<file path="config.mk">
export PLATFORM = sky130hd
export DESIGN_NAME = mst_timer
export DESIGN_NICKNAME = d
export VERILOG_FILES = /design/src/hw/mst_pkg.sv /design/src/hw/mst_timer.sv
export VERILOG_INCLUDE_DIRS = /design/src /design/src/hw
export SDC_FILE = /design/constraint.sdc
export NUM_CORES = 1
export LEC_CHECK = 0
export ABC_CLOCK_PERIOD_IN_PS = 18860
export BUFFER_PORTS_ARGS = -buffer_cell sky130_fd_sc_hd__buf_2
export CORE_ASPECT_RATIO = 1.1
export CORE_MARGIN = 2
export CORE_UTILIZATION = 65
export CTS_CLUSTER_SIZE = 24
export DETAILED_ROUTE_END_ITERATION = 16
export GPL_ROUTABILITY_DRIVEN = 0
export PLACE_DENSITY = 0.93
export SYNTH_ARGS = -nofsm -noshare
export SYNTH_HDL_FRONTEND = slang
export SYNTH_SLANG_ARGS = --single-unit
</file>
<file path="constraint.sdc">
create_clock -name clk_i -period 18.86 [get_ports clk_i]
set_clock_uncertainty 0.1 [all_clocks]
set_input_delay 0 -clock clk_i [delete_from_list [all_inputs] [get_ports clk_i]]
set_output_delay 0 -clock clk_i [all_outputs]
set_load 0.005 [all_outputs]
</file>
<file path="src/hw/mst_timer_defs.svh">
// Register offsets, field positions, reset values and timing counts of the MAC symbol timer
`ifndef MST_TIMER_DEFS_SVH
`define MST_TIMER_DEFS_SVH

// ****************************************************************
// Register offsets (byte registers)
// ****************************************************************
`define MST_ADDR_W          4
`define MST_A_CONFIG        4'h0
`define MST_A_DELTA_LO      4'h1
`define MST_A_DELTA_HI      4'h2
`define MST_A_BYTE_CMP      4'h3
`define MST_A_WRAP0         4'h4
`define MST_A_WRAP1         4'h5
`define MST_A_WRAP2         4'h6
`define MST_A_PERCAP_LO     4'h7
`define MST_A_PERCAP_HI     4'h8
`define MST_A_WCAP0         4'h9
`define MST_A_WCAP1         4'ha
`define MST_A_WCAP2         4'hb

// ****************************************************************
// Field positions of the configuration and mask registers
// ****************************************************************
`define MST_B_CMP_FLAG      7
`define MST_B_PER_FLAG      6
`define MST_B_WRAP_FLAG     5
`define MST_B_BYTE_SEL      3
`define MST_B_SYNC          1
`define MST_B_RUN           0
`define MST_B_CMP_MASK      7
`define MST_B_PER_MASK      6
`define MST_B_WRAP_MASK     5

// ****************************************************************
// Reset values
// ****************************************************************
`define MST_RST_SYNC        1'b1

// ****************************************************************
// Widths and timing
// ****************************************************************
`define MST_CNT_W           16
`define MST_WRAP_W          20
`define MST_SLEEP_W         24
`define MST_CALC_W          36
`define MST_OVERHEAD        75
`define MST_RATIO_NUM       40'h0000003d09
`define MST_RATIO_SHIFT     4
`define MST_RATIO_ROUND     40'h0000000008

`endif

</file>
<file path="src/hw/mst_pkg.sv">
// Types shared by the MAC symbol timer
`include "mst_timer_defs.svh"
package mst_pkg;

	// ****************************************************************
	// Register bus request carrier
	// ****************************************************************
	typedef struct packed {
		logic [`MST_ADDR_W-1:0] addr;   // Register offset
		logic [7:0]             wdata;  // Write data
		logic                   we;     // Write strobe
		logic                   re;     // Read strobe
	} mst_bus_req_s;

	// ****************************************************************
	// Timer modes
	// ****************************************************************
	typedef enum logic [2:0] {
		MST_IDLE,
		MST_START_WAIT,
		MST_CALC,
		MST_RUN,
		MST_STOP_WAIT
	} mst_state_e;

	// ****************************************************************
	// Whole state of the timer
	// ****************************************************************
	typedef struct packed {
		mst_state_e              state;       // Timer mode
		logic [`MST_CNT_W-1:0]   count;       // Up-counter
		logic [`MST_CNT_W-1:0]   period;      // Programmed period
		logic [`MST_CNT_W-1:0]   delta;       // Delta down-counter
		logic [7:0]              delta_lo;    // Held low delta byte
		logic [7:0]              cmp_val;     // Byte compare value
		logic                    byte_sel;    // Compare byte select
		logic                    sync_en;     // Slow clock alignment
		logic [`MST_WRAP_W-1:0]  wrap;        // Overflow counter
		logic [`MST_WRAP_W-1:0]  wrap_cmp;    // Overflow compare value
		logic [11:0]             wrap_latch;  // Upper overflow bytes for reads
		logic [15:0]             wrap_wr;     // Held lower overflow write bytes
		logic                    wrap_ge_q;   // Previous compare condition
		logic [7:0]              cnt_latch;   // Upper count byte for reads
		logic [`MST_CNT_W-1:0]   cap;         // Captured counter
		logic [`MST_WRAP_W-1:0]  wcap;        // Captured overflow count
		logic                    sfd_q;       // Previous frame delimiter status
		logic                    cmp_flag;    // Compare flag
		logic                    per_flag;    // Period flag
		logic                    wrap_flag;   // Overflow compare flag
		logic                    cmp_mask;    // Compare mask
		logic                    per_mask;    // Period mask
		logic                    wrap_mask;   // Overflow compare mask
		logic [`MST_SLEEP_W-1:0] sleep_store; // Sleep value saved at stop
		logic                    slow_ff1;    // Slow clock sync stage 1
		logic                    slow_ff2;    // Slow clock sync stage 2
		logic                    slow_ff3;    // Edge detect history
		logic [6:0]              calc_cnt;    // Start sequence cycle count
		logic [5:0]              div_cnt;     // Division steps done
		logic [16:0]             div_rem;     // Division remainder
		logic [`MST_CALC_W-1:0]  div_quo;     // Dividend shifting into quotient
		logic [7:0]              rdata;       // Read data
		logic                    irq;         // Interrupt request pulse
		logic                    dma_cmp;     // Compare trigger pulse
		logic                    dma_per;     // Overflow trigger pulse
	} mst_state_s;

endpackage : mst_pkg

</file>
<file path="src/hw/mst_timer.sv">
// MAC symbol timer with period, delta stretch, byte compare, overflow count and slow-clock aligned start/stop
//
// The plain strobed port and the register offsets were chosen for this implementation.
`timescale 1ns/1ps
`include "mst_timer_defs.svh"

module mst_timer #(
	parameter int OVERHEAD_CYCLES = `MST_OVERHEAD  // Aligned start length in cycles
) (
	input  wire logic                    clk_i,                 // System clock
	input  wire logic                    rst_n_i,               // Synchronous reset, active low
	input  wire mst_pkg::mst_bus_req_s   bus_i,                 // Register request
	output logic [7:0]                   rdata_o,               // Read data, cycle after read strobe
	input  wire logic                    sleep_clk_i,           // Slow sleep clock, asynchronous
	input  wire logic [`MST_SLEEP_W-1:0] sleep_count_i,         // Sleep timer value
	input  wire logic                    sfd_i,                 // Radio frame delimiter status
	output logic                         irq_o,                 // Masked event pulse
	output logic                         dma_compare_trigger_o, // Compare event pulse
	output logic                         dma_period_trigger_o   // Overflow event pulse
);
	import mst_pkg::*;

	// ****************************************************************
	// State and working signals
	// ****************************************************************
	mst_state_s              s;          // Registered state
	mst_state_s              next_s;     // Next state
	logic                    slow_edge;  // Slow clock rising strobe
	logic                    running;    // Timer in run mode
	logic                    counting;   // Counter advances this cycle
	logic [`MST_CNT_W-1:0]   cnt_next;   // Value the counter is about to take
	logic                    ovf;        // Overflow event
	logic                    cmp_ev;     // Compare event
	logic                    wrap_ge;    // Overflow count at/above compare
	logic                    wrap_ev;    // Overflow compare event
	logic                    sfd_rise;   // Capture event
	logic                    wr_cfg;     // Configuration write
	logic [2:0]              flag_keep;  // Flag write data, one keeps
	logic [`MST_SLEEP_W:0]   sleep_dif;  // Sleep tick distance
	logic [39:0]             scaled;     // Distance times ratio
	logic [`MST_CALC_W-1:0]  cval;       // Target count before division
	logic [16:0]             rem_sh;     // Shifted remainder

	// Write strobe decode for one offset
	function automatic logic wr_at(input mst_bus_req_s b, input logic [`MST_ADDR_W-1:0] a);
		wr_at = b.we && (b.addr == a);
	endfunction : wr_at

	// Read strobe decode for one offset
	function automatic logic rd_at(input mst_bus_req_s b, input logic [`MST_ADDR_W-1:0] a);
		rd_at = b.re && (b.addr == a);
	endfunction : rd_at

	// ****************************************************************
	// Next state logic
	// ****************************************************************
	// One pass works out every field of the next state. Pulses (read
	// data, request, triggers) default to zero, so each lasts exactly
	// one cycle after the event that raised it. Register writes come
	// after the timer logic, so software wins over a same-cycle update
	// of the same field; the flags are the exception, where the event
	// wins over a clear.
	always_comb begin
		next_s = s;
		next_s.rdata = 8'h00;
		next_s.irq = 1'b0;
		next_s.dma_cmp = 1'b0;
		next_s.dma_per = 1'b0;

		// Slow clock synchroniser and edge strobe
		// The sleep clock comes from another oscillator, so two flops
		// settle it before anything looks at it; the third flop only
		// keeps history so that a rising level becomes a one-cycle strobe.
		// Latency from pin edge to strobe is one to two cycles.
		next_s.slow_ff1 = sleep_clk_i;
		next_s.slow_ff2 = s.slow_ff1;
		next_s.slow_ff3 = s.slow_ff2;
		slow_edge = s.slow_ff2 & ~s.slow_ff3;

		// Run mode covers a pending aligned stop as well: the timer
		// keeps counting until the slow edge arrives.
		// The counter is held while a delta countdown is in progress.
		running = (s.state == MST_RUN) || (s.state == MST_STOP_WAIT);
		counting = running && (s.delta == '0);
		cnt_next = s.count + 16'h0001;
		ovf = counting && (cnt_next >= s.period);
		cmp_ev = counting && ((s.byte_sel ? cnt_next[7:0] : cnt_next[15:8]) >= s.cmp_val);

		// Counter and overflow count
		// The overflow test looks at the value about to be loaded, so a
		// period of P gives exactly P counting cycles between overflows.
		// Subtracting the period rather than loading zero keeps any
		// excess when software shortens the period under a running count.
		if (counting) begin
			next_s.count = ovf ? cnt_next - s.period : cnt_next;
		end
		if (ovf) begin
			next_s.wrap = s.wrap + 20'h00001;
		end

		// Delta countdown at the timer's rate, then rests at zero
		// It does not move while the timer is stopped, so a delta
		// written in idle takes effect once the timer runs.
		if (running && (s.delta != '0)) begin
			next_s.delta = s.delta - 16'h0001;
		end

		// Overflow compare fires when the condition becomes true
		// Edge rather than level: a count that sits at or above the
		// compare value raises one event, not one per cycle. Right after
		// reset both values are zero, so the flag rises at once.
		wrap_ge = s.wrap >= s.wrap_cmp;
		wrap_ev = wrap_ge && !s.wrap_ge_q;
		next_s.wrap_ge_q = wrap_ge;

		// Frame delimiter capture
		// The status input is already on this clock; one flop of
		// history is enough to find its rising edge.
		next_s.sfd_q = sfd_i;
		sfd_rise = sfd_i && !s.sfd_q;
		if (sfd_rise) begin
			next_s.cap = s.count;
			next_s.wcap = s.wrap;
		end

		// Trigger and request pulses
		next_s.dma_cmp = cmp_ev;
		next_s.dma_per = ovf;
		next_s.irq = (ovf && s.per_mask) || (cmp_ev && s.cmp_mask) || (wrap_ev && s.wrap_mask);

		// Start sequence working values
		// The sleep tick distance wraps at the sleep counter width; a
		// zero distance means one full turn of the sleep counter.
		// The ratio has a power-of-two divisor, so the product is
		// rounded to the nearest count by adding half before the shift.
		// The ratio assumes the full-rate system clock.
		sleep_dif = {1'b0, sleep_count_i - s.sleep_store};
		if (sleep_dif == '0) begin
			sleep_dif = {1'b1, {`MST_SLEEP_W{1'b0}}};
		end
		scaled = 40'(sleep_dif) * `MST_RATIO_NUM;
		cval = `MST_CALC_W'((scaled + `MST_RATIO_ROUND) >> `MST_RATIO_SHIFT)
			+ `MST_CALC_W'(s.count) + `MST_CALC_W'(OVERHEAD_CYCLES);
		rem_sh = {s.div_rem[15:0], s.div_quo[`MST_CALC_W-1]};

		// Configuration write decode
		// Flag bits written as zero clear their flag; ones leave it.
		// Without a write all three flags are kept.
		wr_cfg = wr_at(bus_i, `MST_A_CONFIG);
		flag_keep = wr_cfg ? {bus_i.wdata[`MST_B_CMP_FLAG], bus_i.wdata[`MST_B_PER_FLAG],
			bus_i.wdata[`MST_B_WRAP_FLAG]} : 3'b111;

		// Timer mode sequencing
		// Idle to run at once, or idle, start wait, calc, run when
		// aligned. Run to idle at once, or through stop wait when
		// aligned. A run command during the calculation is ignored.
		case (s.state)
			MST_IDLE: begin
				if (wr_cfg && bus_i.wdata[`MST_B_RUN]) begin
					next_s.state = bus_i.wdata[`MST_B_SYNC] ? MST_START_WAIT : MST_RUN;
				end
			end
			MST_START_WAIT: begin
				if (wr_cfg && !bus_i.wdata[`MST_B_RUN]) begin
					next_s.state = MST_IDLE;
				end else if (slow_edge) begin
					next_s.state = MST_CALC;
					next_s.calc_cnt = 7'd1;
					next_s.div_cnt = '0;
					next_s.div_rem = '0;
					next_s.div_quo = cval;
				end
			end
			MST_CALC: begin
				// Restoring division, one quotient bit per cycle; it ends
				// well before the fixed length of the sequence runs out.
				if (s.div_cnt != 6'(`MST_CALC_W)) begin
					next_s.div_cnt = s.div_cnt + 6'd1;
					next_s.div_quo = {s.div_quo[`MST_CALC_W-2:0], 1'b0};
					if (rem_sh >= {1'b0, s.period}) begin
						next_s.div_rem = rem_sh - {1'b0, s.period};
						next_s.div_quo[0] = 1'b1;
					end else begin
						next_s.div_rem = rem_sh;
					end
				end
				next_s.calc_cnt = s.calc_cnt + 7'd1;
				// Load the recomputed values on the last cycle; a zero period
				// leaves the count at zero and the overflow count unchanged.
				if (s.calc_cnt == 7'(OVERHEAD_CYCLES - 1)) begin
					next_s.state = MST_RUN;
					next_s.count = (s.period == '0) ? '0 : s.div_rem[15:0];
					if (s.period != '0) begin
						next_s.wrap = s.wrap + s.div_quo[`MST_WRAP_W-1:0];
					end
				end
			end
			MST_RUN: begin
				if (wr_cfg && !bus_i.wdata[`MST_B_RUN]) begin
					if (bus_i.wdata[`MST_B_SYNC]) begin
						next_s.state = MST_STOP_WAIT;
					end else begin
						next_s.state = MST_IDLE;
						next_s.sleep_store = sleep_count_i;
					end
				end
			end
			MST_STOP_WAIT: begin
				// A new run command cancels the stop; a stop with
				// alignment off ends the wait at once
				if (wr_cfg && bus_i.wdata[`MST_B_RUN]) begin
					next_s.state = MST_RUN;
				end else if (wr_cfg && !bus_i.wdata[`MST_B_SYNC]) begin
					next_s.state = MST_IDLE;
					next_s.sleep_store = sleep_count_i;
				end else if (slow_edge) begin
					next_s.state = MST_IDLE;
					next_s.sleep_store = sleep_count_i;
				end
			end
			default: begin
				next_s.state = MST_IDLE;
			end
		endcase

		// Register writes
		// Values that must change as a whole are held until their last
		// byte arrives; the period and the compare values take effect
		// byte by byte.
		if (wr_cfg) begin
			next_s.byte_sel = bus_i.wdata[`MST_B_BYTE_SEL];
			next_s.sync_en = bus_i.wdata[`MST_B_SYNC];
		end
		if (wr_at(bus_i, `MST_A_DELTA_LO)) begin
			next_s.delta_lo = bus_i.wdata;
		end
		if (wr_at(bus_i, `MST_A_DELTA_HI)) begin
			next_s.delta = {bus_i.wdata, s.delta_lo};
		end
		if (wr_at(bus_i, `MST_A_BYTE_CMP)) begin
			next_s.cmp_val = bus_i.wdata;
		end
		if (wr_at(bus_i, `MST_A_WRAP0)) begin
			next_s.wrap_wr[7:0] = bus_i.wdata;
		end
		if (wr_at(bus_i, `MST_A_WRAP1)) begin
			next_s.wrap_wr[15:8] = bus_i.wdata;
		end
		if (wr_at(bus_i, `MST_A_WRAP2)) begin
			next_s.wrap = {bus_i.wdata[3:0], s.wrap_wr};
		end
		if (wr_at(bus_i, `MST_A_PERCAP_LO)) begin
			next_s.period[7:0] = bus_i.wdata;
		end
		if (wr_at(bus_i, `MST_A_PERCAP_HI)) begin
			next_s.period[15:8] = bus_i.wdata;
		end
		if (wr_at(bus_i, `MST_A_WCAP0)) begin
			next_s.wrap_cmp[7:0] = bus_i.wdata;
		end
		if (wr_at(bus_i, `MST_A_WCAP1)) begin
			next_s.wrap_cmp[15:8] = bus_i.wdata;
		end
		if (wr_at(bus_i, `MST_A_WCAP2)) begin
			next_s.wrap_cmp[19:16] = bus_i.wdata[3:0];
			next_s.cmp_mask = bus_i.wdata[`MST_B_CMP_MASK];
			next_s.per_mask = bus_i.wdata[`MST_B_PER_MASK];
			next_s.wrap_mask = bus_i.wdata[`MST_B_WRAP_MASK];
		end

		// Flags: a write of zero clears, a same-cycle event wins
		next_s.cmp_flag = (s.cmp_flag & flag_keep[2]) | cmp_ev;
		next_s.per_flag = (s.per_flag & flag_keep[1]) | ovf;
		next_s.wrap_flag = (s.wrap_flag & flag_keep[0]) | wrap_ev;

		// Register reads, answered next cycle
		// Reading the low count byte latches the high byte, and reading
		// the lowest overflow byte latches the two upper ones, so a
		// multi-byte read is coherent when the low byte goes first.
		if (bus_i.re) begin
			case (bus_i.addr)
				`MST_A_CONFIG: begin
					next_s.rdata = {s.cmp_flag, s.per_flag, s.wrap_flag, 1'b0,
						s.byte_sel, 1'b0, s.sync_en, running};
				end
				`MST_A_DELTA_LO: begin
					next_s.rdata = s.count[7:0];
				end
				`MST_A_DELTA_HI: begin
					next_s.rdata = s.cnt_latch;
				end
				`MST_A_BYTE_CMP: begin
					next_s.rdata = s.cmp_val;
				end
				`MST_A_WRAP0: begin
					next_s.rdata = s.wrap[7:0];
				end
				`MST_A_WRAP1: begin
					next_s.rdata = s.wrap_latch[7:0];
				end
				`MST_A_WRAP2: begin
					next_s.rdata = {4'h0, s.wrap_latch[11:8]};
				end
				`MST_A_PERCAP_LO: begin
					next_s.rdata = s.cap[7:0];
				end
				`MST_A_PERCAP_HI: begin
					next_s.rdata = s.cap[15:8];
				end
				`MST_A_WCAP0: begin
					next_s.rdata = s.wcap[7:0];
				end
				`MST_A_WCAP1: begin
					next_s.rdata = s.wcap[15:8];
				end
				`MST_A_WCAP2: begin
					next_s.rdata = {s.cmp_mask, s.per_mask, s.wrap_mask, 1'b0, s.wcap[19:16]};
				end
				default: begin
					next_s.rdata = 8'h00;
				end
			endcase
		end
		if (rd_at(bus_i, `MST_A_DELTA_LO)) begin
			next_s.cnt_latch = s.count[15:8];
		end
		if (rd_at(bus_i, `MST_A_WRAP0)) begin
			next_s.wrap_latch = s.wrap[19:8];
		end
	end

	// ****************************************************************
	// State register
	// ****************************************************************
	// Synchronous reset: the whole state clears, the timer sits idle
	// and alignment starts enabled.
	always_ff @(posedge clk_i) begin
		if (!rst_n_i) begin
			s <= '0;
			s.state <= MST_IDLE;
			s.sync_en <= `MST_RST_SYNC;
		end else begin
			s <= next_s;
		end
	end

	// ****************************************************************
	// Outputs
	// ****************************************************************
	// All outputs come straight from flops, so none has a
	// combinational path from the register port.
	assign rdata_o = s.rdata;
	assign irq_o = s.irq;
	assign dma_compare_trigger_o = s.dma_cmp;
	assign dma_period_trigger_o = s.dma_per;

endmodule : mst_timer

</file>
==> out/results.env <==
AVGVIACOUNTPERCELL=6.52
START_KIND='register'
DRIVE_GT1_FRAC=0.0537
SETUP_VIOL=0
DRC_ERRORS=0
SYNTH_FP_NETS=3382
LARGEST_CELLS_BY_AREA_AFTER_SYNTHESIS='dfxtp_1, ha_1, fa_1'
MAXCAPVIOLATIONS=0
CLKSINKCOUNT=292
SYNTH.FF_LATCH_COUNT=292
MAX_SLEW.WORST_PIN.SLEW_NS=1.20
INSERTEDDIODECOUNT=0
NUM_IO_PINS=53
FLOORPLAN_CORE_AREA_UM2=36900
AREA_TAKEN_BY_MULTI_INPUT_LOGIC_GATES_UM2=16900
TOTAL_WIRELENGTH_UM=69700
CRITPATHSLOWESTCELL='fa_1'
VIAS=22800
CP.ARRIVAL_NS=10.02
CTS.REPORTEDPATHS.CLKPINSLEW_NS=0.06
GRT_OVERFLOW=0
FINAL-HOLD-VIOLATION-COUNT=0
CLOCK.FMAX_MHz=104
GRT_FIRST_PASS_WIRELENGTH_UM=110000
GLOBALROUTETOTALUTIL=0.350
CTS_ROOT_BUFFER='clkbuf_16'
CRITICAL-PATH-MAX-STAGE-DELAY_NS=0.59
WORSTSETUPPATHTYPE='register to register'
FILLER_CELL_COUNT=2538
FIN_SETUP_TNS_NS=0
POST-SYNTH-TOP-AREA-FRACTION=0.241
CLK_LATENCY_NS=0.62
YOSYSSEQAREASHARE=0.241
SYNTHFLOPTYPE='dfxtp_1'
AREA.GROWTH.SYNTH_TO_FINAL_PCT=8.20
CTS_MADE_BUFFERS=31
SYNTH_CELLS=2966
H-TREE-DEPTH=1
PATH_COMMON_CELL='ha_1'
YS_WARN_COUNT=0
CTS.REPAIR.RESIZED=0
POST_SYNTH_NUM_CELL_TYPES=88
SYN_AREA_PER_CELL_UM2=8.16
HALF_PERIMETER_WIRE_LENGTH_OF_THE_DETAILED_PLACEMENT_RESULT_UM=50300
CLOCKBUFFERDEPTH=3
FINAL_NET_COUNT=3394
FINAL.PERIOD_UTILIZATION=0.509
DATA_REQUIRED_TIME_OF_THE_CRITICAL_PATH_NS=19.28
CRITICAL-PATH-TOP-DELAY-FAMILY='adder cells'
TIMING.SLEW.HEADROOM=0.197
SYNTHDOMINANTAREACELLTYPE='dfxtp_1'
MIN_PATH_CELLS=4
ROWS=74
YS_ASYNC_SR_FRACTION=0
STATUS='completed'
FINALMAXSLEWVIOLATIONS=0
FIN_CRIT_NS=9.60
ROUTED_WIRE_LENGTH_PER_INSTANCE_UM=19.9
START_UTIL=0.655
SYNTH_EDF_COUNT=0
DIE_W_UM=188
TIMING.HOLD.WORST.CLASS='input pin to register'
GRT_ANTENNA_BEFORE_REPAIR=0
WORST-R2R-CELL-COUNT=33
DRT_ITER0_MARKERS=2556
AREA.SEQUENTIAL_UM2=5850
ANTENNA_LEFT=0
CTS_TREE='done'
DRT-PASS1-ITER-COUNT=9
DIEAREA_UM2=38800
DIE_Y_UM=206
GRT_SETUP_UNREPAIRED='false'
GRT_START_MAX_NET_PINS=91
NETLIST_AREA_UM2=24200
TIMING.CRITICAL_PATH.BUF_INV=3
STAGES_ON_THE_WORST_SETUP_PATH=33
GRT_PASS1_VIAS=22800
WORST-PATH-MAX-FANOUT=6
CP-END-KIND='register'
IO_BUFFER_COUNT=52
[worst min-delay path: stages]
cell	delay, ns
buf_2	0.32
a21oi_1	0.20
a2111oi_0	0.09
nor2_1	0.08
[logic make-up after synthesis]
logic type / count (synthesis) / share of synthesized area
adder cells (fa/ha/maj): 374 / 0.225
AO/OA/AOI/OAI: 653 / 0.172
flip-flops: 292 / 0.241
XOR/XNOR: 170 / 0.0621
multiplexers: 145 / 0.0614
buffers and inverters: 392 / 0.0625
other: 2 / 0.000310
AND/OR/NAND/NOR: 938 / 0.176
[metal layers]
| layer | vias to the layer above | global-route usage | share of wire |
|---|---|---|---|
| met5 | - | 0 | 0 |
| met1 | 10700 | 0.374 | 0.35 |
| met3 | 479 | 0.0691 | 0.090 |
| met2 | 1356 | 0.620 | 0.48 |
| li1 | 10300 | - | - |
| met4 | 0 | 0.251 | 0.077 |
[registers in the layout, indices dropped and copies added, names as in the netlist]
register / count
rem_sh: 17
next_s: 2
irq_o: 1
s: 262
dma_period_trigger_o: 1
rdata_o: 8
dma_compare_trigger_o: 1
[through the flow]
stage / hold WS (ns) / setup slack, ns / utilization / instance area, um2 / cells
floorplan: 0.0217 / 10.23 / - / 24200 / 2966
global placement: 0.119 / 9.85 / 0.669 / 24700 / 3394
detailed placement: 0.123 / 9.39 / 0.669 / 24700 / 3394
CTS: 0.0110 / 9.35 / 0.709 / 26200 / 3492
global route: 0.0876 / 8.70 / 0.709 / 26200 / 3492
finish: 0.0418 / 9.26 / 0.709 / 26200 / 3492
[final timing paths]
check,from,to,slack [ns]
setup / recovery,s[80],rem_sh[0],9.26
hold / removal,bus_i[13],rdata_o[1],0.04
setup reg to reg,s[80],rem_sh[0],9.26
hold reg to reg,next_s[78],next_s[77],0.34
[cells in the mapped netlist, types with 9 or more instances]
master / instances
nor4_1: 11
a22oi_1: 14
a22o_1: 10
buf_4: 10
clkbuf_1: 117
nor2_1: 315
o22ai_1: 9
mux2i_1: 127
dfxtp_1: 292
o21ai_0: 119
o21a_1: 19
o21ai_1: 13
ha_1: 272
mux2_2: 17
nor2b_1: 36
and2_1: 16
xor2_1: 66
a211oi_1: 38
a31oi_1: 23
inv_1: 256
or3_1: 9
o21bai_1: 11
and3_1: 30
nand2b_1: 30
nand4_1: 24
nor3_1: 52
fa_1: 102
a21o_1: 66
nand3_1: 73
nand2_1: 302
o211ai_1: 20
a221oi_1: 9
xnor2_1: 103
a21oi_1: 218
[cell type report]
class	instances	share of cell area
clock buffers	41	0.0333
clock inverters	12	0.00650
inverters	257	0.0370
multi-input cells	2282	0.644
flip-flops and latches	292	0.223
well taps	494	0.0236
repair buffers	114	0.0320
[timing repair]
item / in CTS / in global routing
endpoints found under the setup margin: 0 / 0
hold endpoints to repair: 202 / 0
buffers inserted: 0 / 0
hold buffers: 45 / 0
[cell usage in the layout, fill, tap and decap left out, types with 13 or more instances in the layout]
master         count
dlygate4sd3_1     45
buf_4             17
inv_1            256
clkbuf_16         31
o21ai_0          117
mux2_2            17
ha_1             272
and3_1            30
and2_1            16
a21o_1            66
xor2_1            66
o21ai_1           13
a21oi_1          216
nand2b_1          30
a22oi_1           14
o211ai_1          20
fa_1             102
nor2_1           315
nor3_1            52
o21a_1            19
mux2i_1          127
dfxtp_1          292
nand3_1           73
a211oi_1          38
buf_2             52
a31oi_1           23
nand4_1           24
nor2b_1           34
nand2_1          302
xnor2_1          103
Power is left out: the tool's default activity adds up to more than one toggle a clock period on the data nets, which glitch-free logic cannot reach.
